**config.mk**
```make
export PLATFORM = sky130hd
export DESIGN_NAME = oscillator_switch_status
export DESIGN_NICKNAME = d
export VERILOG_FILES = /design/src/logic/osc_switch_pkg.sv /design/src/logic/oscillator_switch_status.sv /design/src/logic/clock_divider.sv
export VERILOG_INCLUDE_DIRS = /design/src /design/src/logic
export SDC_FILE = /design/constraint.sdc
export NUM_CORES = 1
export LEC_CHECK = 0
export BUFFER_PORTS_ARGS = -buffer_cell sky130_fd_sc_hd__buf_2
export CORE_MARGIN = 8
export CORE_UTILIZATION = 54
export CTS_BUF_LIST = sky130_fd_sc_hd__clkbuf_8
export DETAILED_ROUTE_END_ITERATION = 8
export GPL_TIMING_DRIVEN = 0
export PLACE_DENSITY = 0.94
export SYNTH_ARGS = -nofsm -noshare
export SYNTH_HDL_FRONTEND = slang
export SYNTH_SLANG_ARGS = --single-unit
```
**constraint.sdc**
```tcl
create_clock -name clk_sys -period 10.3 [get_ports clk_sys]
set_input_delay 2.06 -clock clk_sys [delete_from_list [all_inputs] [get_ports clk_sys]]
set_output_delay 2.06 -clock clk_sys [all_outputs]
set_load 0.005 [all_outputs]
```
**src/logic/osc_switch_map.svh**
```systemverilog
`ifndef OSC_SWITCH_MAP_SVH
`define OSC_SWITCH_MAP_SVH

// ==========================================================================
// Register byte offsets on the Avalon-MM slave
`define OSC_OFS_CURRENT_SEL 4'h0
`define OSC_OFS_SWITCH_CTRL 4'h4
`define OSC_OFS_READY_STAT 4'h8

// ==========================================================================
// Field positions of the switch control register
`define OSC_CTRL_HOLD_BIT 7
`define OSC_CTRL_POWER_BIT 6
`define OSC_CTRL_BYPASS_BIT 5
`define OSC_CTRL_DONE_BIT 4
`define OSC_CTRL_NSR_BIT 3

// ==========================================================================
// Field positions of the ready status register
`define OSC_STAT_EXT_BIT 7
`define OSC_STAT_FAST_BIT 6
`define OSC_STAT_SLOW_BIT 4
`define OSC_STAT_SEC_BIT 3
`define OSC_STAT_CONV_BIT 2
`define OSC_STAT_PLL_BIT 0

// ==========================================================================
// Source codes
`define OSC_SRC_EXT 3'h7
`define OSC_SRC_FAST 3'h6
`define OSC_SRC_RSVD_HI 3'h5
`define OSC_SRC_SLOW 3'h4
`define OSC_SRC_SEC 3'h3
`define OSC_SRC_RSVD_LO 3'h2
`define OSC_SRC_EXT_PLL 3'h1
`define OSC_SRC_FAST_PLL 3'h0

// ==========================================================================
// Divider codes and reset values
`define OSC_DIV_MAX_CODE 4'h9
`define OSC_DIV_CNT_ONE 9'h001
`define OSC_RST_SRC 3'h6
`define OSC_RST_DIV 4'h0
`define OSC_RST_CTRL 8'h00

`endif

```
**src/logic/osc_switch_pkg.sv**
```systemverilog
package osc_switch_pkg;

  typedef enum logic [1:0] {SW_IDLE, SW_WAIT_READY, SW_HELD, SW_SWITCH} sw_state_t;

  typedef struct packed {
    logic ext;
    logic fast;
    logic slow;
    logic secondary;
    logic converter_rc;
    logic pll_lock;
    logic pll_enable;
  } osc_ready_t;

  typedef struct packed {
    logic [2:0] ext_mode;
    logic ext_enable;
    logic sec_crystal_en;
    logic sec_schmitt_en;
    logic sec_high_power;
  } osc_drive_t;

endpackage : osc_switch_pkg

```
**src/logic/oscillator_switch_status.sv**
```systemverilog
// Our own choices: the register offsets and the Avalon-MM register port.
`timescale 1ns/10ps
`include "osc_switch_map.svh"

// Function
// - Current source code reads read-only in bits 6 to 4 of current selection.
// - Current divider code reads read-only in bits 3 to 0 of current selection.
// - Any reset makes current source and divider equal the requested ones.
// - Source codes decode to the listed oscillators; 101 and 010 reserved.
// - Divider code n divides by two to the n; codes above 1001 reserved.
// - Both external source codes run the external oscillator in the fuse mode.
// - Hold bit suspends the switch with interrupt; read/write, hardware clearable.
// - With hold clear when new source becomes ready, the switch is carried out.
// - Without bypass the power bit picks high or low power; bypass ignores it.
// - Bypass makes the input pin a Schmitt clock input; otherwise a crystal.
// - Switch done reads one when requested equals current and clock switched.
// - New source ready reads in bit 3 of the switch control register.
// - Ready flags show each oscillator usable, at their fixed positions.
// - Multiplier locked reads one only when PLL enabled, input ready and locked.
// - Unimplemented bits of all three registers always read zero.
// - New source ready and interrupt flag set together; interrupt if enabled.
// - On switch, current fields update, done sets, new source ready clears.
// - A reserved requested source code selects the fast internal oscillator.
module oscillator_switch_status
  import osc_switch_pkg::*;
(
  input wire logic clk_sys, // System clock, 250 MHz.
  input wire logic reset, // Asynchronous reset, active high.
  input wire logic [3:0] address, // Avalon byte address.
  input wire logic read, // Avalon read request.
  input wire logic write, // Avalon write request.
  input wire logic [3:0] byteenable, // Avalon byte enables.
  input wire logic [31:0] writedata, // Avalon write data.
  output logic [31:0] readdata, // Avalon read data.
  output logic waitrequest, // Avalon wait request.
  input wire logic [2:0] requested_source_sel, // Requested source code.
  input wire logic [3:0] requested_divider_sel, // Requested divider code.
  input wire osc_ready_t osc_ready, // Oscillator ready and PLL levels.
  input wire logic [7:0] src_tick, // Source ticks, indexed by source code.
  input wire logic [2:0] ext_osc_mode_fuse, // External oscillator mode fuse.
  input wire logic switch_irq_enable, // Clock switch interrupt enable.
  output osc_drive_t osc_drive, // Oscillator drive settings.
  output logic [2:0] current_source_sel, // Active source code.
  output logic [3:0] current_divider_sel, // Active divider code.
  output logic switch_done, // No switch in progress.
  output logic new_source_ready, // Requested oscillator ready.
  output logic switch_irq_flag, // Pulse that sets the switch interrupt flag.
  output logic switch_irq, // Switch interrupt request.
  output logic sys_clk_tick // One pulse per system clock period.
);

  // ==========================================================================
  // Decoding helpers
  function automatic logic is_reserved_src(input logic [2:0] code);
    is_reserved_src = (code == `OSC_SRC_RSVD_HI) || (code == `OSC_SRC_RSVD_LO);
  endfunction : is_reserved_src

  function automatic logic [2:0] effective_src(input logic [2:0] code);
    effective_src = is_reserved_src(code) ? `OSC_SRC_FAST : code;
  endfunction : effective_src

  function automatic logic uses_ext(input logic [2:0] code);
    uses_ext = (code == `OSC_SRC_EXT) || (code == `OSC_SRC_EXT_PLL);
  endfunction : uses_ext

  function automatic logic uses_pll(input logic [2:0] code);
    uses_pll = (code == `OSC_SRC_EXT_PLL) || (code == `OSC_SRC_FAST_PLL);
  endfunction : uses_pll

  function automatic logic source_ready(input logic [2:0] code, input osc_ready_t r, input logic locked);
    case (code)
      `OSC_SRC_EXT: source_ready = r.ext;
      `OSC_SRC_FAST: source_ready = r.fast;
      `OSC_SRC_SLOW: source_ready = r.slow;
      `OSC_SRC_SEC: source_ready = r.secondary;
      `OSC_SRC_EXT_PLL: source_ready = locked;
      `OSC_SRC_FAST_PLL: source_ready = locked;
      default: source_ready = r.fast;
    endcase
  endfunction : source_ready

  // ==========================================================================
  // State
  sw_state_t state_reg;
  sw_state_t state_next;
  logic [2:0] cur_src_reg;
  logic [2:0] cur_src_next;
  logic [3:0] cur_div_reg;
  logic [3:0] cur_div_next;
  logic nsr_reg;
  logic nsr_next;
  logic hold_reg;
  logic hold_next;
  logic power_reg;
  logic power_next;
  logic bypass_reg;
  logic bypass_next;
  logic init_reg;
  logic irq_reg;
  logic irq_next;
  osc_drive_t drive_reg;
  osc_drive_t drive_next;
  localparam logic [7:0] ctrl_rst_value = `OSC_RST_CTRL;
  logic restart;
  logic at_boundary;
  logic [2:0] req_src;
  logic mismatch;
  logic pll_locked;
  logic [2:0] pll_base;

  assign req_src = effective_src(requested_source_sel);
  assign mismatch = (req_src != cur_src_reg) || (requested_divider_sel != cur_div_reg);
  // The PLL input follows the request once a PLL code is requested, else the current one.
  assign pll_base = uses_pll(req_src) ? req_src : cur_src_reg;
  assign pll_locked = osc_ready.pll_lock && osc_ready.pll_enable
                      && (uses_ext(pll_base) ? osc_ready.ext : osc_ready.fast);

  // ==========================================================================
  // Avalon-MM slave: one wait cycle per access, writes land when waitrequest is low
  logic ack_reg;
  logic ack_next;
  logic [31:0] rdata_reg;
  logic [31:0] rdata_next;
  logic ctrl_write;

  assign waitrequest = (read || write) && !ack_reg;
  assign ctrl_write = write && ack_reg && (address == `OSC_OFS_SWITCH_CTRL) && byteenable[0];

  always_comb
  begin
    ack_next = (read || write) && !ack_reg;
    rdata_next = rdata_reg;
    if (read && !ack_reg)
    begin
      case (address)
        `OSC_OFS_CURRENT_SEL: rdata_next = {24'h000000, 1'b0, cur_src_reg, cur_div_reg};
        `OSC_OFS_SWITCH_CTRL: rdata_next = {24'h000000, hold_reg, power_reg, bypass_reg,
                                            switch_done, nsr_reg, 3'h0};
        `OSC_OFS_READY_STAT: rdata_next = {24'h000000, osc_ready.ext, osc_ready.fast, 1'b0,
                                           osc_ready.slow, osc_ready.secondary,
                                           osc_ready.converter_rc, 1'b0, pll_locked};
        default: rdata_next = 32'h00000000;
      endcase
    end
  end

  always_ff @(posedge clk_sys or posedge reset)
  begin
    if (reset)
    begin
      ack_reg <= 1'b0;
      rdata_reg <= 32'h00000000;
    end
    else
    begin
      ack_reg <= ack_next;
      rdata_reg <= rdata_next;
    end
  end

  assign readdata = rdata_reg;

  // ==========================================================================
  // Switch sequencer
  always_comb
  begin
    state_next = state_reg;
    cur_src_next = cur_src_reg;
    cur_div_next = cur_div_reg;
    nsr_next = nsr_reg;
    hold_next = hold_reg;
    power_next = power_reg;
    bypass_next = bypass_reg;
    irq_next = 1'b0;
    restart = 1'b0;
    if (init_reg)
    begin
      // Reset cannot load a port value, so the request is copied at the first edge after release.
      cur_src_next = req_src;
      cur_div_next = requested_divider_sel;
      restart = 1'b1;
      state_next = SW_IDLE;
    end
    else
    begin
      case (state_reg)
        SW_IDLE:
        begin
          if (mismatch)
            state_next = SW_WAIT_READY;
        end
        SW_WAIT_READY:
        begin
          if (!mismatch)
            state_next = SW_IDLE;
          else if (source_ready(req_src, osc_ready, pll_locked))
          begin
            nsr_next = 1'b1;
            irq_next = 1'b1;
            state_next = hold_reg ? SW_HELD : SW_SWITCH;
          end
        end
        SW_HELD:
        begin
          if (!mismatch)
          begin
            // Abandoned by software: the hold is released by hardware.
            nsr_next = 1'b0;
            hold_next = 1'b0;
            state_next = SW_IDLE;
          end
          else if (!source_ready(req_src, osc_ready, pll_locked))
          begin
            nsr_next = 1'b0;
            state_next = SW_WAIT_READY;
          end
          else if (!hold_reg)
            state_next = SW_SWITCH;
        end
        SW_SWITCH:
        begin
          if (!mismatch)
          begin
            nsr_next = 1'b0;
            state_next = SW_IDLE;
          end
          else if (at_boundary)
          begin
            cur_src_next = req_src;
            cur_div_next = requested_divider_sel;
            nsr_next = 1'b0;
            restart = 1'b1;
            state_next = SW_IDLE;
          end
        end
        default: state_next = SW_IDLE;
      endcase
    end
    // A software write lands after the hardware clear, so a set in the same cycle wins.
    if (ctrl_write)
    begin
      hold_next = writedata[`OSC_CTRL_HOLD_BIT];
      power_next = writedata[`OSC_CTRL_POWER_BIT];
      bypass_next = writedata[`OSC_CTRL_BYPASS_BIT];
    end
    drive_next.ext_mode = ext_osc_mode_fuse;
    drive_next.ext_enable = uses_ext(cur_src_reg) || uses_ext(req_src);
    drive_next.sec_crystal_en = !bypass_reg;
    drive_next.sec_schmitt_en = bypass_reg;
    drive_next.sec_high_power = !bypass_reg && power_reg;
  end

  always_ff @(posedge clk_sys or posedge reset)
  begin
    if (reset)
    begin
      state_reg <= SW_IDLE;
      cur_src_reg <= `OSC_RST_SRC;
      cur_div_reg <= `OSC_RST_DIV;
      nsr_reg <= ctrl_rst_value[`OSC_CTRL_NSR_BIT];
      hold_reg <= ctrl_rst_value[`OSC_CTRL_HOLD_BIT];
      power_reg <= ctrl_rst_value[`OSC_CTRL_POWER_BIT];
      bypass_reg <= ctrl_rst_value[`OSC_CTRL_BYPASS_BIT];
      init_reg <= 1'b1;
      irq_reg <= 1'b0;
      drive_reg <= '0;
    end
    else
    begin
      state_reg <= state_next;
      cur_src_reg <= cur_src_next;
      cur_div_reg <= cur_div_next;
      nsr_reg <= nsr_next;
      hold_reg <= hold_next;
      power_reg <= power_next;
      bypass_reg <= bypass_next;
      init_reg <= 1'b0;
      irq_reg <= irq_next;
      drive_reg <= drive_next;
    end
  end

  assign switch_done = (state_reg == SW_IDLE) && !mismatch && !init_reg;
  assign new_source_ready = nsr_reg;
  assign switch_irq_flag = irq_reg;
  assign switch_irq = irq_reg && switch_irq_enable;
  assign current_source_sel = cur_src_reg;
  assign current_divider_sel = cur_div_reg;
  assign osc_drive = drive_reg;

  // ==========================================================================
  // System clock divider on the active source
  clock_divider u_divider (
    .clk_sys(clk_sys),
    .reset(reset),
    .src_tick(src_tick[cur_src_reg]),
    .ratio_code(cur_div_reg),
    .restart(restart),
    .out_tick(sys_clk_tick),
    .at_boundary(at_boundary)
  );

  // ==========================================================================
  // Checks
  a_reserved_bits_zero: assert property (@(posedge clk_sys) disable iff (reset)
    (read && !waitrequest) |-> (readdata[31:8] == 24'h000000)
      && ((address != `OSC_OFS_CURRENT_SEL) || !readdata[7])
      && ((address != `OSC_OFS_SWITCH_CTRL) || (readdata[2:0] == 3'h0))
      && ((address != `OSC_OFS_READY_STAT) || (!readdata[5] && !readdata[1])))
    else $error("Reserved register bit read as one.");

  a_done_means_equal: assert property (@(posedge clk_sys) disable iff (reset)
    switch_done |-> (cur_src_reg == req_src) && (cur_div_reg == requested_divider_sel))
    else $error("Switch done while current differs from request.");

  a_irq_with_ready: assert property (@(posedge clk_sys) disable iff (reset)
    $rose(nsr_reg) |-> irq_reg)
    else $error("Interrupt flag did not set with new source ready.");

  a_hold_freezes: assert property (@(posedge clk_sys) disable iff (reset)
    (state_reg == SW_HELD && hold_reg && mismatch) |=> $stable(cur_src_reg) && $stable(cur_div_reg))
    else $error("Current selection changed while held.");

  a_switch_updates: assert property (@(posedge clk_sys) disable iff (reset)
    (state_reg == SW_SWITCH && mismatch && at_boundary && !init_reg)
      |=> (cur_src_reg == $past(req_src)) && !nsr_reg && (state_reg == SW_IDLE))
    else $error("Switch did not update current fields.");

  a_no_hold_proceeds: assert property (@(posedge clk_sys) disable iff (reset)
    ($rose(nsr_reg) && ($past(state_reg) == SW_WAIT_READY) && !$past(hold_reg)) |-> state_reg == SW_SWITCH)
    else $error("Switch did not proceed with hold clear.");

  a_reserved_to_fast: assert property (@(posedge clk_sys) disable iff (reset)
    (switch_done && is_reserved_src(requested_source_sel)) |-> cur_src_reg == `OSC_SRC_FAST)
    else $error("Reserved source code not mapped to fast internal.");

  a_bypass_drive: assert property (@(posedge clk_sys) disable iff (reset)
    ##1 $past(bypass_reg) |-> osc_drive.sec_schmitt_en && !osc_drive.sec_crystal_en && !osc_drive.sec_high_power)
    else $error("Bypass drive settings wrong.");

  a_pll_gated: assert property (@(posedge clk_sys) disable iff (reset)
    pll_locked |-> osc_ready.pll_enable && osc_ready.pll_lock)
    else $error("Multiplier locked without PLL enabled and locked.");

  a_reset_load: assert property (@(posedge clk_sys) disable iff (reset)
    init_reg |=> (cur_src_reg == $past(req_src)) && (cur_div_reg == $past(requested_divider_sel)))
    else $error("Current selection not loaded from request after reset.");

  a_wait_one_cycle: assert property (@(posedge clk_sys) disable iff (reset)
    ((read || write) && waitrequest) |=> !waitrequest)
    else $error("Waitrequest held longer than one cycle.");

endmodule : oscillator_switch_status

```
**src/logic/clock_divider.sv**
```systemverilog
`timescale 1ns/10ps
`include "osc_switch_map.svh"

module clock_divider
  import osc_switch_pkg::*;
(
  input wire logic clk_sys, // System clock.
  input wire logic reset, // Asynchronous reset, active high.
  input wire logic src_tick, // One tick per selected source period.
  input wire logic [3:0] ratio_code, // Divider code, two to the power n.
  input wire logic restart, // Restart the count on a new source.
  output logic out_tick, // One pulse per divided period.
  output logic at_boundary // Count sits at a period boundary.
);

  logic [8:0] count_reg;
  logic [8:0] count_next;
  logic tick_reg;
  logic tick_next;
  logic [8:0] terminal;

  // ==========================================================================
  // Divide counter
  always_comb
  begin
    // Reserved codes fall back to a ratio of one rather than an odd count.
    if (ratio_code > `OSC_DIV_MAX_CODE)
      terminal = 9'h000;
    else
      terminal = (`OSC_DIV_CNT_ONE << ratio_code) - `OSC_DIV_CNT_ONE;
    count_next = count_reg;
    tick_next = 1'b0;
    if (restart)
      count_next = 9'h000;
    else if (src_tick)
    begin
      if (count_reg >= terminal)
      begin
        count_next = 9'h000;
        tick_next = 1'b1;
      end
      else
        count_next = count_reg + `OSC_DIV_CNT_ONE;
    end
  end

  always_ff @(posedge clk_sys or posedge reset)
  begin
    if (reset)
    begin
      count_reg <= 9'h000;
      tick_reg <= 1'b0;
    end
    else
    begin
      count_reg <= count_next;
      tick_reg <= tick_next;
    end
  end

  assign out_tick = tick_reg;
  assign at_boundary = (count_reg == 9'h000);

endmodule : clock_divider

```
* Word-level counts from Yosys, hierarchy flattened
Index checks and enable logic that the tools add are counted.
W data, S select, Z words.
** Operators by class
- Reductions and logical operators :: 38
- $add $sub $neg :: 2
- Bitwise gates (word level) :: 1
- Shifts and indexed selects :: 1
- $lt $le $gt $ge :: 3
- Multiplexer cells :: 57
- Equality and inequality tests :: 27
** Operator list (count)
- $mux W9 :: 4
- $mux W1 :: 29
- $pmux W8 S3 :: 1
- $mux W2 :: 9
- $mux W3 :: 6
- $mux W4 :: 4
- $eq A3 B3 Y1 const B :: 5
- $logic_and A1 B1 Y1 :: 11
- $reduce_bool A2 Y1 :: 5
- $add A9 B1 Y9 const B :: 1
- $eq A3 B1 Y1 const B :: 3
- $ge A9 B9 Y1 :: 1
- $logic_not A9 Y1 :: 1
- $ne A3 B3 Y1 const B :: 3
- $shl A1 B4 Y9 const A :: 1
- $sub A9 B1 Y9 const B :: 1
- $logic_or A1 B1 Y1 :: 8
- $ne A4 B4 Y1 const B :: 2
- $pmux W2 S4 :: 1
- $eq A3 B2 Y1 const B :: 2
- $reduce_and A3 Y1 :: 2
- $reduce_and A6 Y1 :: 1
- $ne A5 B5 Y1 const B :: 1
- $eq A2 B2 Y1 const B :: 2
- other kinds (20) :: 25
** Word-level totals
- Output and inout bits :: 52
- Register bits after elaboration :: 65
- Input bits :: 70
- Logic and storage cells :: 147

* Logic depth before layout (Yosys ltp)
Gate-level depths: netlist (run 1).
- Depth after elaboration :: 18
- Mapped depth :: 15
- Mapped depth without buffers :: 14

* Modules after synthesis
A second synthesis (run 1) with hierarchy kept.
** Second synthesis, totals
- Cells, all modules :: 305
- Area total of the unflattened synthesis :: 2808.9 um2
** Modules (own cells, without submodules)
- oscillator_switch_status :: area an instance 1840.5 um2, cells each 183, instances 1, seq. area each 779.5 um2
- clock_divider :: area an instance 968.4 um2, cells each 122, instances 1, seq. area each 250.2 um2

* Worst setup path before layout (run 1)
Ideal clock, no wire load.
- Kind :: input -> output
- From :: input requested_source_sel[0]
- To :: output switch_done
- Path slack :: 5058 ps
- Cell stages on the path :: 5
- Path buffers :: 2
- Data required time :: 8240 ps
- Arrival :: 3182 ps
- Path through :: buf_2 nor4b_1 o311ai_4 buf_6 nor4_2
** On the way
- Longest elaborated chain between the ends :: 8
- Elaborated cells between the ends (all ways) :: 9
- Classes of those cells :: eq/ne (3); mux (1); reduce/logical (5)
** RTL lines
- from (decl) :: line oscillator_switch_status.sv:36 : input wire logic [2:0] requested_source_sel,
- $eq A3 B3 Y1 (no line) / $eq A3 B2 Y1 (equally long branches)
- $logic_or A1 B1 Y1 :: line oscillator_switch_status.sv:55 : is_reserved_src = (code == `OSC_SRC_RSVD_HI) || (code == `OSC_SRC_RSVD_LO);
- $mux W3 * :: line oscillator_switch_status.sv:59 : effective_src = is_reserved_src(code) ? `OSC_SRC_FAST : code;
- $ne A3 B3 Y1 * :: line oscillator_switch_status.sv:112 : assign mismatch = (req_src != cur_src_reg) || (requested_divider_sel != cur_div_reg);
- $logic_or A1 B1 Y1 * :: line oscillator_switch_status.sv:112
- $logic_not A1 Y1 * :: line oscillator_switch_status.sv:283 : assign switch_done = (state_reg == SW_IDLE) && !mismatch && !init_reg;
- $logic_and A1 B1 Y1 * (2 in a row) :: line oscillator_switch_status.sv:283
- to (decl) :: line oscillator_switch_status.sv:45 : output logic switch_done,
Mark *: on every way between the ends. The rest lies on a longest branch, timed or not.

* Worst setup path after layout (run 1)
- From :: input requested_divider_sel[3]
- To :: output switch_done
** On the way
- Longest elaborated chain between the ends :: 5
** RTL lines
- from (decl) :: line oscillator_switch_status.sv:37 : input wire logic [3:0] requested_divider_sel,
- $ne A4 B4 Y1 :: line oscillator_switch_status.sv:112
- $logic_or A1 B1 Y1 :: line oscillator_switch_status.sv:112
- $logic_not A1 Y1 :: line oscillator_switch_status.sv:283
- $logic_and A1 B1 Y1 (2 in a row) :: line oscillator_switch_status.sv:283
Every way passes these cells.

==> results of run 1 <==
synthesized netlist by cell type (all sizes together) (3+ instances only):
| master | number | share of area (%) |
|---|---|---|
| xor2 | 7 | 2.1 |
| nor2b | 3 | 0.65 |
| buf | 32 | 8.7 |
| dfrtp | 38 | 33 |
| nand4 | 5 | 1.1 |
| nor2 | 19 | 2.7 |
| a21o | 5 | 1.3 |
| ha | 12 | 5.2 |
| a31oi | 4 | 0.86 |
| mux2i | 4 | 1.8 |
| a21oi | 14 | 2.5 |
| nor4 | 5 | 1.5 |
| o21ai | 23 | 4.0 |
| or2 | 4 | 0.86 |
| nor3 | 5 | 1.0 |
| dfstp | 3 | 2.7 |
| inv | 16 | 2.2 |
| clkbuf | 8 | 1.0 |
| mux2 | 6 | 2.3 |
| nand3b | 3 | 0.78 |
| and3 | 4 | 0.86 |
| nand3 | 15 | 2.6 |
| a211oi | 3 | 1.6 |
| nand2 | 36 | 4.7 |
| a22oi | 5 | 1.3 |
cells by family after synthesis:
| family | Yosys count | synth area share, % |
|---|---|---|
| buffers and inverters | 56 | 11.86 |
| flip-flops | 41 | 35.49 |
| multiplexers | 12 | 5.692 |
| adder cells (fa/ha/maj) | 12 | 5.175 |
| XOR/XNOR | 9 | 2.717 |
| AO/OA/AOI/OAI | 75 | 18.85 |
| other | 1 | 0.1292 |
| AND/OR/NAND/NOR | 112 | 20.09 |
worst max-delay path, delay by kind of cell:
family / cells / cell delay (ns)
buffers and inverters: 3 / 0.49
AO/OA/AOI/OAI: 1 / 0.20
XOR/XNOR: 1 / 0.16
AND/OR/NAND/NOR: 2 / 0.71
layer usage:
metal	wire, µm	vias up	track usage (%)
met5	0	-	0
met4	220	0	7.402
met3	665	25	5.882
met2	4240	157	37.71
met1	3022	1348	23.57
li1	-	1274	-
worst max-delay path by stage:
| stage | from | to | slack [ns] | cells after the start |
|---|---|---|---|---|
| detailed placement | requested_divider_sel[3] | switch_done | 4.70 | 7 |
| CTS | requested_divider_sel[3] | switch_done | 4.63 | 7 |
| global route | requested_divider_sel[3] | switch_done | 4.51 | 7 |
| global placement | requested_divider_sel[3] | switch_done | 4.67 | 7 |
| finish | requested_divider_sel[3] | switch_done | 4.61 | 7 |
| floorplan | requested_source_sel[0] | switch_done | 5.06 | 5 |
power by group through the flow:
stage	Clock (mW)	Sequential (mW)	Combinational, mW
2_1_floorplan	0	0.190	0.104
3_3_place_gp	0	0.190	0.138
3_5_place_dp	0	0.191	0.145
4_1_cts	0.124	0.188	0.146
5_1_grt	0.129	0.190	0.164
6_report	0.122	0.189	0.149
final cells by class:
class,count,area (µm²)
Buffer,40,281.5
Inverter,16,62.56
Multi-Input combinational cell,245,1618
Clock buffer,7,96.34
Clock inverter,1,8.758
Timing Repair Buffer,62,310.3
Sequential cell,41,1030
Tap cell,70,87.58
Fill cell,394,1645
cell usage in the layout (no fill, tap or decap), types with 3 or more instances in the layout:
cell      synthesis  routed
buf_4            24      24
nor2b_1           3       3
a21o_1            5       5
dfrtp_1          38      38
o21ai_1           7       7
mux2_2            6       6
buf_2             3      65
clkbuf_8          0       7
nor2_1           18      18
buf_6             5       5
inv_1            15      14
conb_1            1      25
and3_1            4       4
nor4_1            3       3
ha_1             12      12
or2_2             3       3
a31oi_1           4       4
nand3b_1          3       3
clkbuf_1          8       8
nand2_1          36      36
xor2_1            7       7
dfstp_2           3       3
mux2i_1           3       3
nand4_1           5       5
o21ai_0          16      16
a22oi_1           5       5
nor3_1            4       4
a21oi_1          13      13
nand3_1          15      15
per-stage QoR:
| stage | cells | hold slack, ns | utilization (%) | cell area [µm²] |
|---|---|---|---|---|
| after global routing | 482 | 0.4761 | 67.99 | 3495 |
| final | 482 | 0.4603 | 67.99 | 3495 |
| after detailed placement | 474 | 0.4447 | 65.94 | 3390 |
| after global placement | 474 | 0.4219 | 65.94 | 3390 |
| after CTS | 482 | 0.4669 | 67.99 | 3495 |
| after floorplan | 342 | 0.3894 | - | 2992 |
==> impl_metrics.ini, run 1 <==
[place]
port_buffers = 62
preCtsSetupSlack_ns = 4.702
gp_congestion = 0.8636
dpl.hpwl_mm = 6.271

[power_and_ir_drop]
power.internal_mw = 0.3030
p_seq_share_pct = 41.0
switching_power_mw = 0.1570
swShare_pct = 34.13
p_clk_share_pct = 26.6
peakVddDrop_mv = 0.1021
finalPower_mw = 0.4601
leakage_nw = 1.730
combPwrFrac_pct = 32.4
powerDensity_nw_per_um2 = 131.7

[global_route]
grt_util_all_layers_pct = 21.19
antenna_found_initial = 0
grt-ovfl-total = 0
grt_pass1_wl_mm = 13.20
grt_max_degree = 42
grt_pass1_vias = 2800

[floorplanning]
die_h_um = 89.30
rows = 26
io_pins = 122
floorplan.die_area_um2 = 7974
initial_core_util_pct = 56.45
core_um2 = 5140
fp.dieW_um = 89.30

[setup_path]
rr_endpoint = u_divider.count_reg[4]$_DFFE_PP0P_
criticalPathCategory = in2out
cp_slowest_stage_delay_ns = 0.44
cp_data_arrival_time_ns = 3.63
end_kind = output pin
critPathMaxFanout = 10
path_cells = buf_2 -> xor2_1 -> nor4_2 -> o311ai_4 -> buf_6 -> nor4_2 -> buf_2
critPathSlowestCell = nor4_2
cp.required_ns = 8.24
r2r_cells = 14
start_kind = input pin
worstReg2RegStart = current_divider_sel[2]$_DFFE_PP0P_
rrSetupSlack_ns = 6.20

[worst_hold_path]
whs_path_depth = 0
min_to = osc_drive[1]$_DFF_PP0_
hp-start = bypass_reg$_DFFE_PP0P_
hold_path_class = reg2reg

[sta]
tightest_slew_ns = 0.8680
fin_crit_sh_pct = 55.22
maxSlewHeadroom_pct = 42.05
setup_violations = 0
layout_setup_ws_ns = 4.612
hold_viol = 0
period_needed_ns = 5.688
max_freq_mhz = 175.8
rsz0062_at_grt = no
skew_ns = 0.004564
slew_viol_final = 0
fin_tns_setup_ns = 0

[outcome]
status = complete, no violations

[routing]
antenna_left = 0
via_per_inst = 5.817
drc = 0
dr.pass1.iters = 6
wire_per_inst_um = 16.91
vias = 2804
wl_mm = 8.149
first_iter_violations = 360

[cts]
h-tree-depth = 2
cts-root-buf = clkbuf_8
cts-resized-gates = 0
cts.path.max_buffers = 2
cts_sinks = 41
cts_made_buffers = 5
postCtsSetupBuffers = 0
postCtsHoldBufs = 0
cts.reportedPaths.clkPinSlew_ns = 0.08
worstSkewPairLatency_ns = 0.30
cts_tree = done

[logic_synthesis]
ys_types = 64
syn_avg_cell_area_um2 = 9.124
yosysSeqAreaShare_pct = 35.49
synth-edff-count = 0
synth_top_flop_cell = dfrtp_1
syn_area_um2 = 2902
ys_warn_count = 0
async_reset_ff_share_pct = 100.0
ys_seq_elements = 41
syn-instance-count = 318

[cells_and_area]
largest_reg_flops = 9
drive_above_1_share_pct = 31.31
area_growth_pct = 20.44
nNetsFinal = 493
diodes = 0

[run]
maxCapViolCount = 0
(Power assumes the default switching activity.)
==> run 2, diff against run 1 <==
--- a/config.mk
+++ b/config.mk
@@ -6,13 +6,14 @@
 export SDC_FILE = /design/constraint.sdc
 export NUM_CORES = 1
 export LEC_CHECK = 0
+export ABC_AREA = 1
 export BUFFER_PORTS_ARGS = -buffer_cell sky130_fd_sc_hd__buf_2
 export CORE_MARGIN = 8
-export CORE_UTILIZATION = 54
+export CORE_UTILIZATION = 45
 export CTS_BUF_LIST = sky130_fd_sc_hd__clkbuf_8
 export DETAILED_ROUTE_END_ITERATION = 8
 export GPL_TIMING_DRIVEN = 0
-export PLACE_DENSITY = 0.94
+export PLACE_DENSITY = 0.84
 export SYNTH_ARGS = -nofsm -noshare
 export SYNTH_HDL_FRONTEND = slang
 export SYNTH_SLANG_ARGS = --single-unit
==> constraint.sdc (replaced) <==
create_clock -name clk_sys -period 4.96 [get_ports clk_sys]
set_input_delay 0.992 -clock clk_sys [delete_from_list [all_inputs] [get_ports clk_sys]]
set_output_delay 0.992 -clock clk_sys [all_outputs]
set_load 0.005 [all_outputs]
==> impl_metrics.ini, run 2 <==
[floorplanning]
die_h_um = 96.59
io_pins = 122
initial_core_util_pct = 46.29
core_um2 = 6314
floorplan.die_area_um2 = 9330
rows = 29
fp.dieW_um = 96.59

[setup_path]
rrSetupSlack_ns = 2.00
cp_common_cell = nand2_1
end_kind = output pin
cp_data_arrival_time_ns = 2.17
path_cells = buf_2 -> nor2_1 -> nor2_1 -> nand2_1 -> nand2_1 -> nand2_2 -> nor2_2 -> nand2_1 -> nor2_2 -> buf_2
criticalPathCategory = in2out
start_kind = input pin
cp.required_ns = 3.97
critPathMaxFanout = 6
cp_slowest_stage_delay_ns = 0.20
critPathSlowestCell = nor2_1

[logic_synthesis]
yosysSeqAreaShare_pct = 35.23
syn_avg_cell_area_um2 = 7.199
synth_common_cells = nand2_1 (102), inv_1 (45), nor2_1 (39)
synth_top_flop_cell = dfrtp_1
syn_area_um2 = 2923
syn-instance-count = 406
synth.top_cells.by_area = dfrtp_1 (33%), nand2_1 (13%), buf_4 (6.7%)
ys_types = 41
synth_top_cell_by_area = dfrtp_1
ys_seq_elements = 41
yosysMostFrequentCell = nand2_1
yosys.area.top_type_share_pct = 32.53
synth-edff-count = 0
async_reset_ff_share_pct = 100.0
ys_warn_count = 0

[global_route]
grt_pass1_wl_mm = 11.96
antenna_found_initial = 0
grt_pass1_vias = 2802
grt_max_degree = 42
grt_util_all_layers_pct = 15.90
grt-ovfl-total = 0

[sta]
skew_ns = 0.007169
rsz0062_at_grt = no
max_freq_mhz = 316.2
maxSlewHeadroom_pct = 41.29
hold-worst-slack_ns = 0.4055
setup_violations = 0
layout_setup_ws_ns = 1.797
fin_crit_sh_pct = 63.77
tightest_slew_ns = 0.8794
hold_viol = 0
slew_viol_final = 0
fin_tns_setup_ns = 0
period_needed_ns = 3.163

[cts]
postCtsSetupBuffers = 0
cts_sinks = 41
cts.path.max_buffers = 2
cts_tree = done
cts-root-buf = clkbuf_8
cts.reportedPaths.clkPinSlew_ns = 0.08
postCtsHoldBufs = 0
cts-resized-gates = 0
cts_made_buffers = 5
worstSkewPairLatency_ns = 0.30
h-tree-depth = 2

[routing]
wire_per_inst_um = 12.83
drc = 0
dr.pass1.iters = 4
wl_mm = 7.442
via_per_inst = 4.964
vias = 2879
first_iter_violations = 298
antenna_left = 0

[cells_and_area]
nNetsFinal = 584
final-seq-area_um2 = 1030
largest_reg_flops = 9
multi_input_area_um2 = 1563
layout_commonest_cell = nand2_1
fill_cells = 594
area_growth_pct = 20.46
diodes = 0
drive_above_1_share_pct = 26.24
final_cell_mix = nand2_1 (102), buf_2 (66), inv_1 (44)
final_util_pct = 55.77

[place]
gp_congestion = 0.9543
dpl.hpwl_mm = 5.946
port_buffers = 65
preCtsSetupSlack_ns = 1.824

[run]
maxCapViolCount = 0

[outcome]
status = complete, no violations

[power_and_ir_drop]
leakage_nw = 1.991
peakVddDrop_mv = 0.1736
powerDensity_nw_per_um2 = 307.3

[worst_hold_path]
hold_path_class = reg2reg
==> run 2: cell types whose count changed in the layout (fill, tap and decap cells not counted), sizes merged, moves of 5 or more <==
cell	change
nand3	+14
nand2	+74
nor2	+25
mux2	-6
a21oi	-6
clkbuf	-9
a22oi	-5
a21o	-5
o21ai	+9
o22ai	+7
inv	+36
==> run 2: layout make-up <==
| type | count | area share [%] |
|---|---|---|
| Clock buffer | 5 | 1.955 |
| Sequential cell | 41 | 29.25 |
| Tap cell | 77 | 2.736 |
| Timing Repair Buffer | 65 | 9.240 |
| Inverter | 54 | 5.828 |
| Multi-Input combinational cell | 306 | 44.39 |
| Clock inverter | 3 | 0.4975 |
| Buffer | 29 | 6.112 |
==> run 2: worst max-delay path: cells and delay by family <==
| family | cells | cell delay, ns |
|---|---|---|
| buf+inv | 2 | 0.28 |
| simple gates | 8 | 0.90 |
==> run 2: where the power goes <==
| group | internal (mW) | switching, mW |
|---|---|---|
| Clock | 0.0972 | 0.122 |
| Combinational | 0.168 | 0.274 |
| Sequential | 0.382 | 0.0387 |
| Total | 0.647 | 0.435 |
==> run 2: stage by stage <==
stage,total power [mW],area [µm²],cells
CTS,1.088,3521,580
global placement,0.8454,3435,572
floorplan,0.7364,3013,430
finish,1.082,3521,580
global route,1.168,3521,580
detailed placement,0.8654,3435,572
==> run 2: cells by family after synthesis <==
logic type	count (synthesis)	share of synthesized area [%]
flops	41	35.23
simple gates	207	32.32
xor+xnor	7	2.098
other cells	1	0.1283
compound gates	55	10.70
fa+ha+maj	12	5.137
buf+inv	83	14.38
==> run 2: worst paths after layout <==
path	from	end	depth (start not counted)
worst max-delay path	requested_source_sel[2]	switch_done	10
worst min-delay path	bypass_reg$_DFFE_PP0P_	osc_drive[1]$_DFF_PP0_	0
worst max register to register	current_divider_sel[2]$_DFFE_PP0P_	u_divider.out_tick$_DFF_PP0_	12
worst min register to register	bypass_reg$_DFFE_PP0P_	osc_drive[1]$_DFF_PP0_	0
max in group asynchronous	reset	new_source_ready$_DFFE_PP0P_	2
min in group asynchronous	reset	u_divider.count_reg[1]$_DFFE_PP0P_	2
==> run 2: layer usage <==
| metal | up-vias | track usage, % | wire length [µm] | share of wire, % |
|---|---|---|---|---|
| met5 | - | 0 | 0 | 0 |
| met4 | 0 | 6.810 | 89 | 1.2 |
| met3 | 9 | 3.246 | 486 | 6.5 |
| met2 | 89 | 27.23 | 3718 | 50 |
| met1 | 1325 | 18.86 | 3148 | 42 |
| li1 | 1456 | - | - | - |
==> run 3, diff against run 2 <==
==> constraint.sdc (replaced) <==
create_clock -name clk_sys -period 2.7 [get_ports clk_sys]
set_input_delay 0.54 -clock clk_sys [delete_from_list [all_inputs] [get_ports clk_sys]]
set_output_delay 0.54 -clock clk_sys [all_outputs]
set_load 0.005 [all_outputs]
==> impl_metrics.ini, run 3 (synthesized netlist as in run 2, its figures left out) <==
[setup_path]
start_kind = flip-flop
criticalPathCategory = reg2reg
critPathMaxFanout = 10
crit_path_end = u_divider.count_reg[6]$_DFFE_PP0P_
cp.required_ns = 2.92
critPathLaunch = current_divider_sel[2]$_DFFE_PP0P_
rrSetupSlack_ns = 0.19
rr_endpoint = u_divider.count_reg[6]$_DFFE_PP0P_
cp_data_arrival_time_ns = 2.73
r2r_cells = 15
worstReg2RegStart = current_divider_sel[2]$_DFFE_PP0P_
end_kind = flip-flop

[cts]
cts_made_buffers = 5
cts.reportedPaths.clkPinSlew_ns = 0.08
cts_tree = done
h-tree-depth = 2
cts_sinks = 41
cts.path.max_buffers = 2
postCtsHoldBufs = 0
worstSkewPairLatency_ns = 0.30
cts-root-buf = clkbuf_8

[routing]
drc = 0
via_per_inst = 4.995
dr.pass1.iters = 4
wl_mm = 7.594
vias = 2902
antenna_left = 0
wire_per_inst_um = 13.07
first_iter_violations = 300

[power_and_ir_drop]
finalPower_mw = 2.019
peakVddDrop_mv = 0.3181
leakage_nw = 1.999
powerDensity_nw_per_um2 = 564.0

[global_route]
grt_max_degree = 42
met2_usage_pct = 27.40
use_met1_pct = 18.91
use_met3_pct = 3.246
grt_pass1_vias = 2816
antenna_found_initial = 0
grt_util_all_layers_pct = 15.97
grt-ovfl-total = 0
grt.busiest_layer = met2
grt_pass1_wl_mm = 12.01

[floorplanning]
io_pins = 122
initial_core_util_pct = 46.29
fp.dieW_um = 96.59
core_um2 = 6314
die_h_um = 96.59
floorplan.die_area_um2 = 9330
rows = 29

[cells_and_area]
fin_area_um2 = 3580
diodes = 0
drive_above_1_share_pct = 27.78
final_cell_mix = nand2_1 (102), buf_2 (66), inv_1 (44)
largest_reg_flops = 9
layout_commonest_cell = nand2_1
area_growth_pct = 22.47
nNetsFinal = 585

[sta]
period_needed_ns = 2.511
fin_crit_sh_pct = 92.99
slew_viol_final = 0
setup_violations = 0
tightest_slew_ns = 0.8808
max_freq_mhz = 398.3
hold_viol = 0
maxSlewHeadroom_pct = 41.20
skew_ns = 0.007244

[outcome]
status = complete, no violations

[place]
dpl_cell_area_um2 = 3435
gp_congestion = 0.9543
dpl.hpwl_mm = 5.946
port_buffers = 65

[run]
maxCapViolCount = 0

[worst_hold_path]
hold_path_class = in2reg
[run 3: metrics by stage]
stage / util (%) / setup TNS [ns] / cells / hold WS, ns / setup WS [ns]
2_1_floorplan: - / 0 / 430 / 0.3744 / 0.1856
3_3_place_gp: 54.40 / -0.3633 / 572 / 0.3882 / -0.1180
3_5_place_dp: 54.40 / -1.469 / 572 / 0.3876 / -0.2204
4_1_cts: 55.93 / 0 / 581 / 0.3338 / 0.06343
5_1_grt: 56.70 / -0.03860 / 581 / 0.3322 / -0.03620
6_report: 56.70 / 0 / 581 / 0.3461 / 0.1893
[run 3: worst min path at each step]
stage / startpoint / to / cells past startpoint
detailed placement: bypass_reg$_DFFE_PP0P_ / osc_drive[1]$_DFF_PP0_ / 0
global route: ext_osc_mode_fuse[2] / osc_drive[6]$_DFF_PP0_ / 1
floorplan: bypass_reg$_DFFE_PP0P_ / osc_drive[1]$_DFF_PP0_ / 0
finish: ext_osc_mode_fuse[0] / osc_drive[4]$_DFF_PP0_ / 1
global placement: bypass_reg$_DFFE_PP0P_ / osc_drive[1]$_DFF_PP0_ / 0
CTS: ext_osc_mode_fuse[0] / osc_drive[4]$_DFF_PP0_ / 1
[run 3: timing repair]
item                                    4_1_cts  5_1_grt
endpoints found under the setup margin       10       10
gates resized for setup                       1       12
pin swaps                                     1        1
cloned                                        0        0
buffers inserted                              1        0
[run 3: worst max-delay path: stages, from the launching register on]
cell	delay [ns]
dfrtp_1	0.38
buf_4	0.18
nor2_4	0.12
nand3_1	0.14
ha_4	0.21
a21oi_1	0.12
nand3b_1	0.18
ha_4	0.23
a21oi_1	0.12
nor3_1	0.07
a211oi_2	0.17
nand4_1	0.13
buf_6	0.16
nor2_1	0.08
nand2_1	0.05
o21ai_1	0.08
[run 3: layout make-up]
type,count,area (µm²)
repair buffers,66,336.6
inverters,54,207.7
well taps,77,96.34
clock inverters,3,17.52
fillers,592,2734
multi-input cells,306,1605
plain buffers,29,215.2
clock buffers,5,68.82
flip-flops and latches,41,1032
[run 3: report_power, final]
group / internal (mW) / switching (mW)
logic: 0.326 / 0.517
registers: 0.702 / 0.0733
clock network: 0.179 / 0.223
[run 3: per-layer routing]
metal / wire length (µm) / part of all wire (%)
met5: 0 / 0
met4: 131 / 1.7
met3: 572 / 7.5
met2: 3780 / 50
met1: 3109 / 41
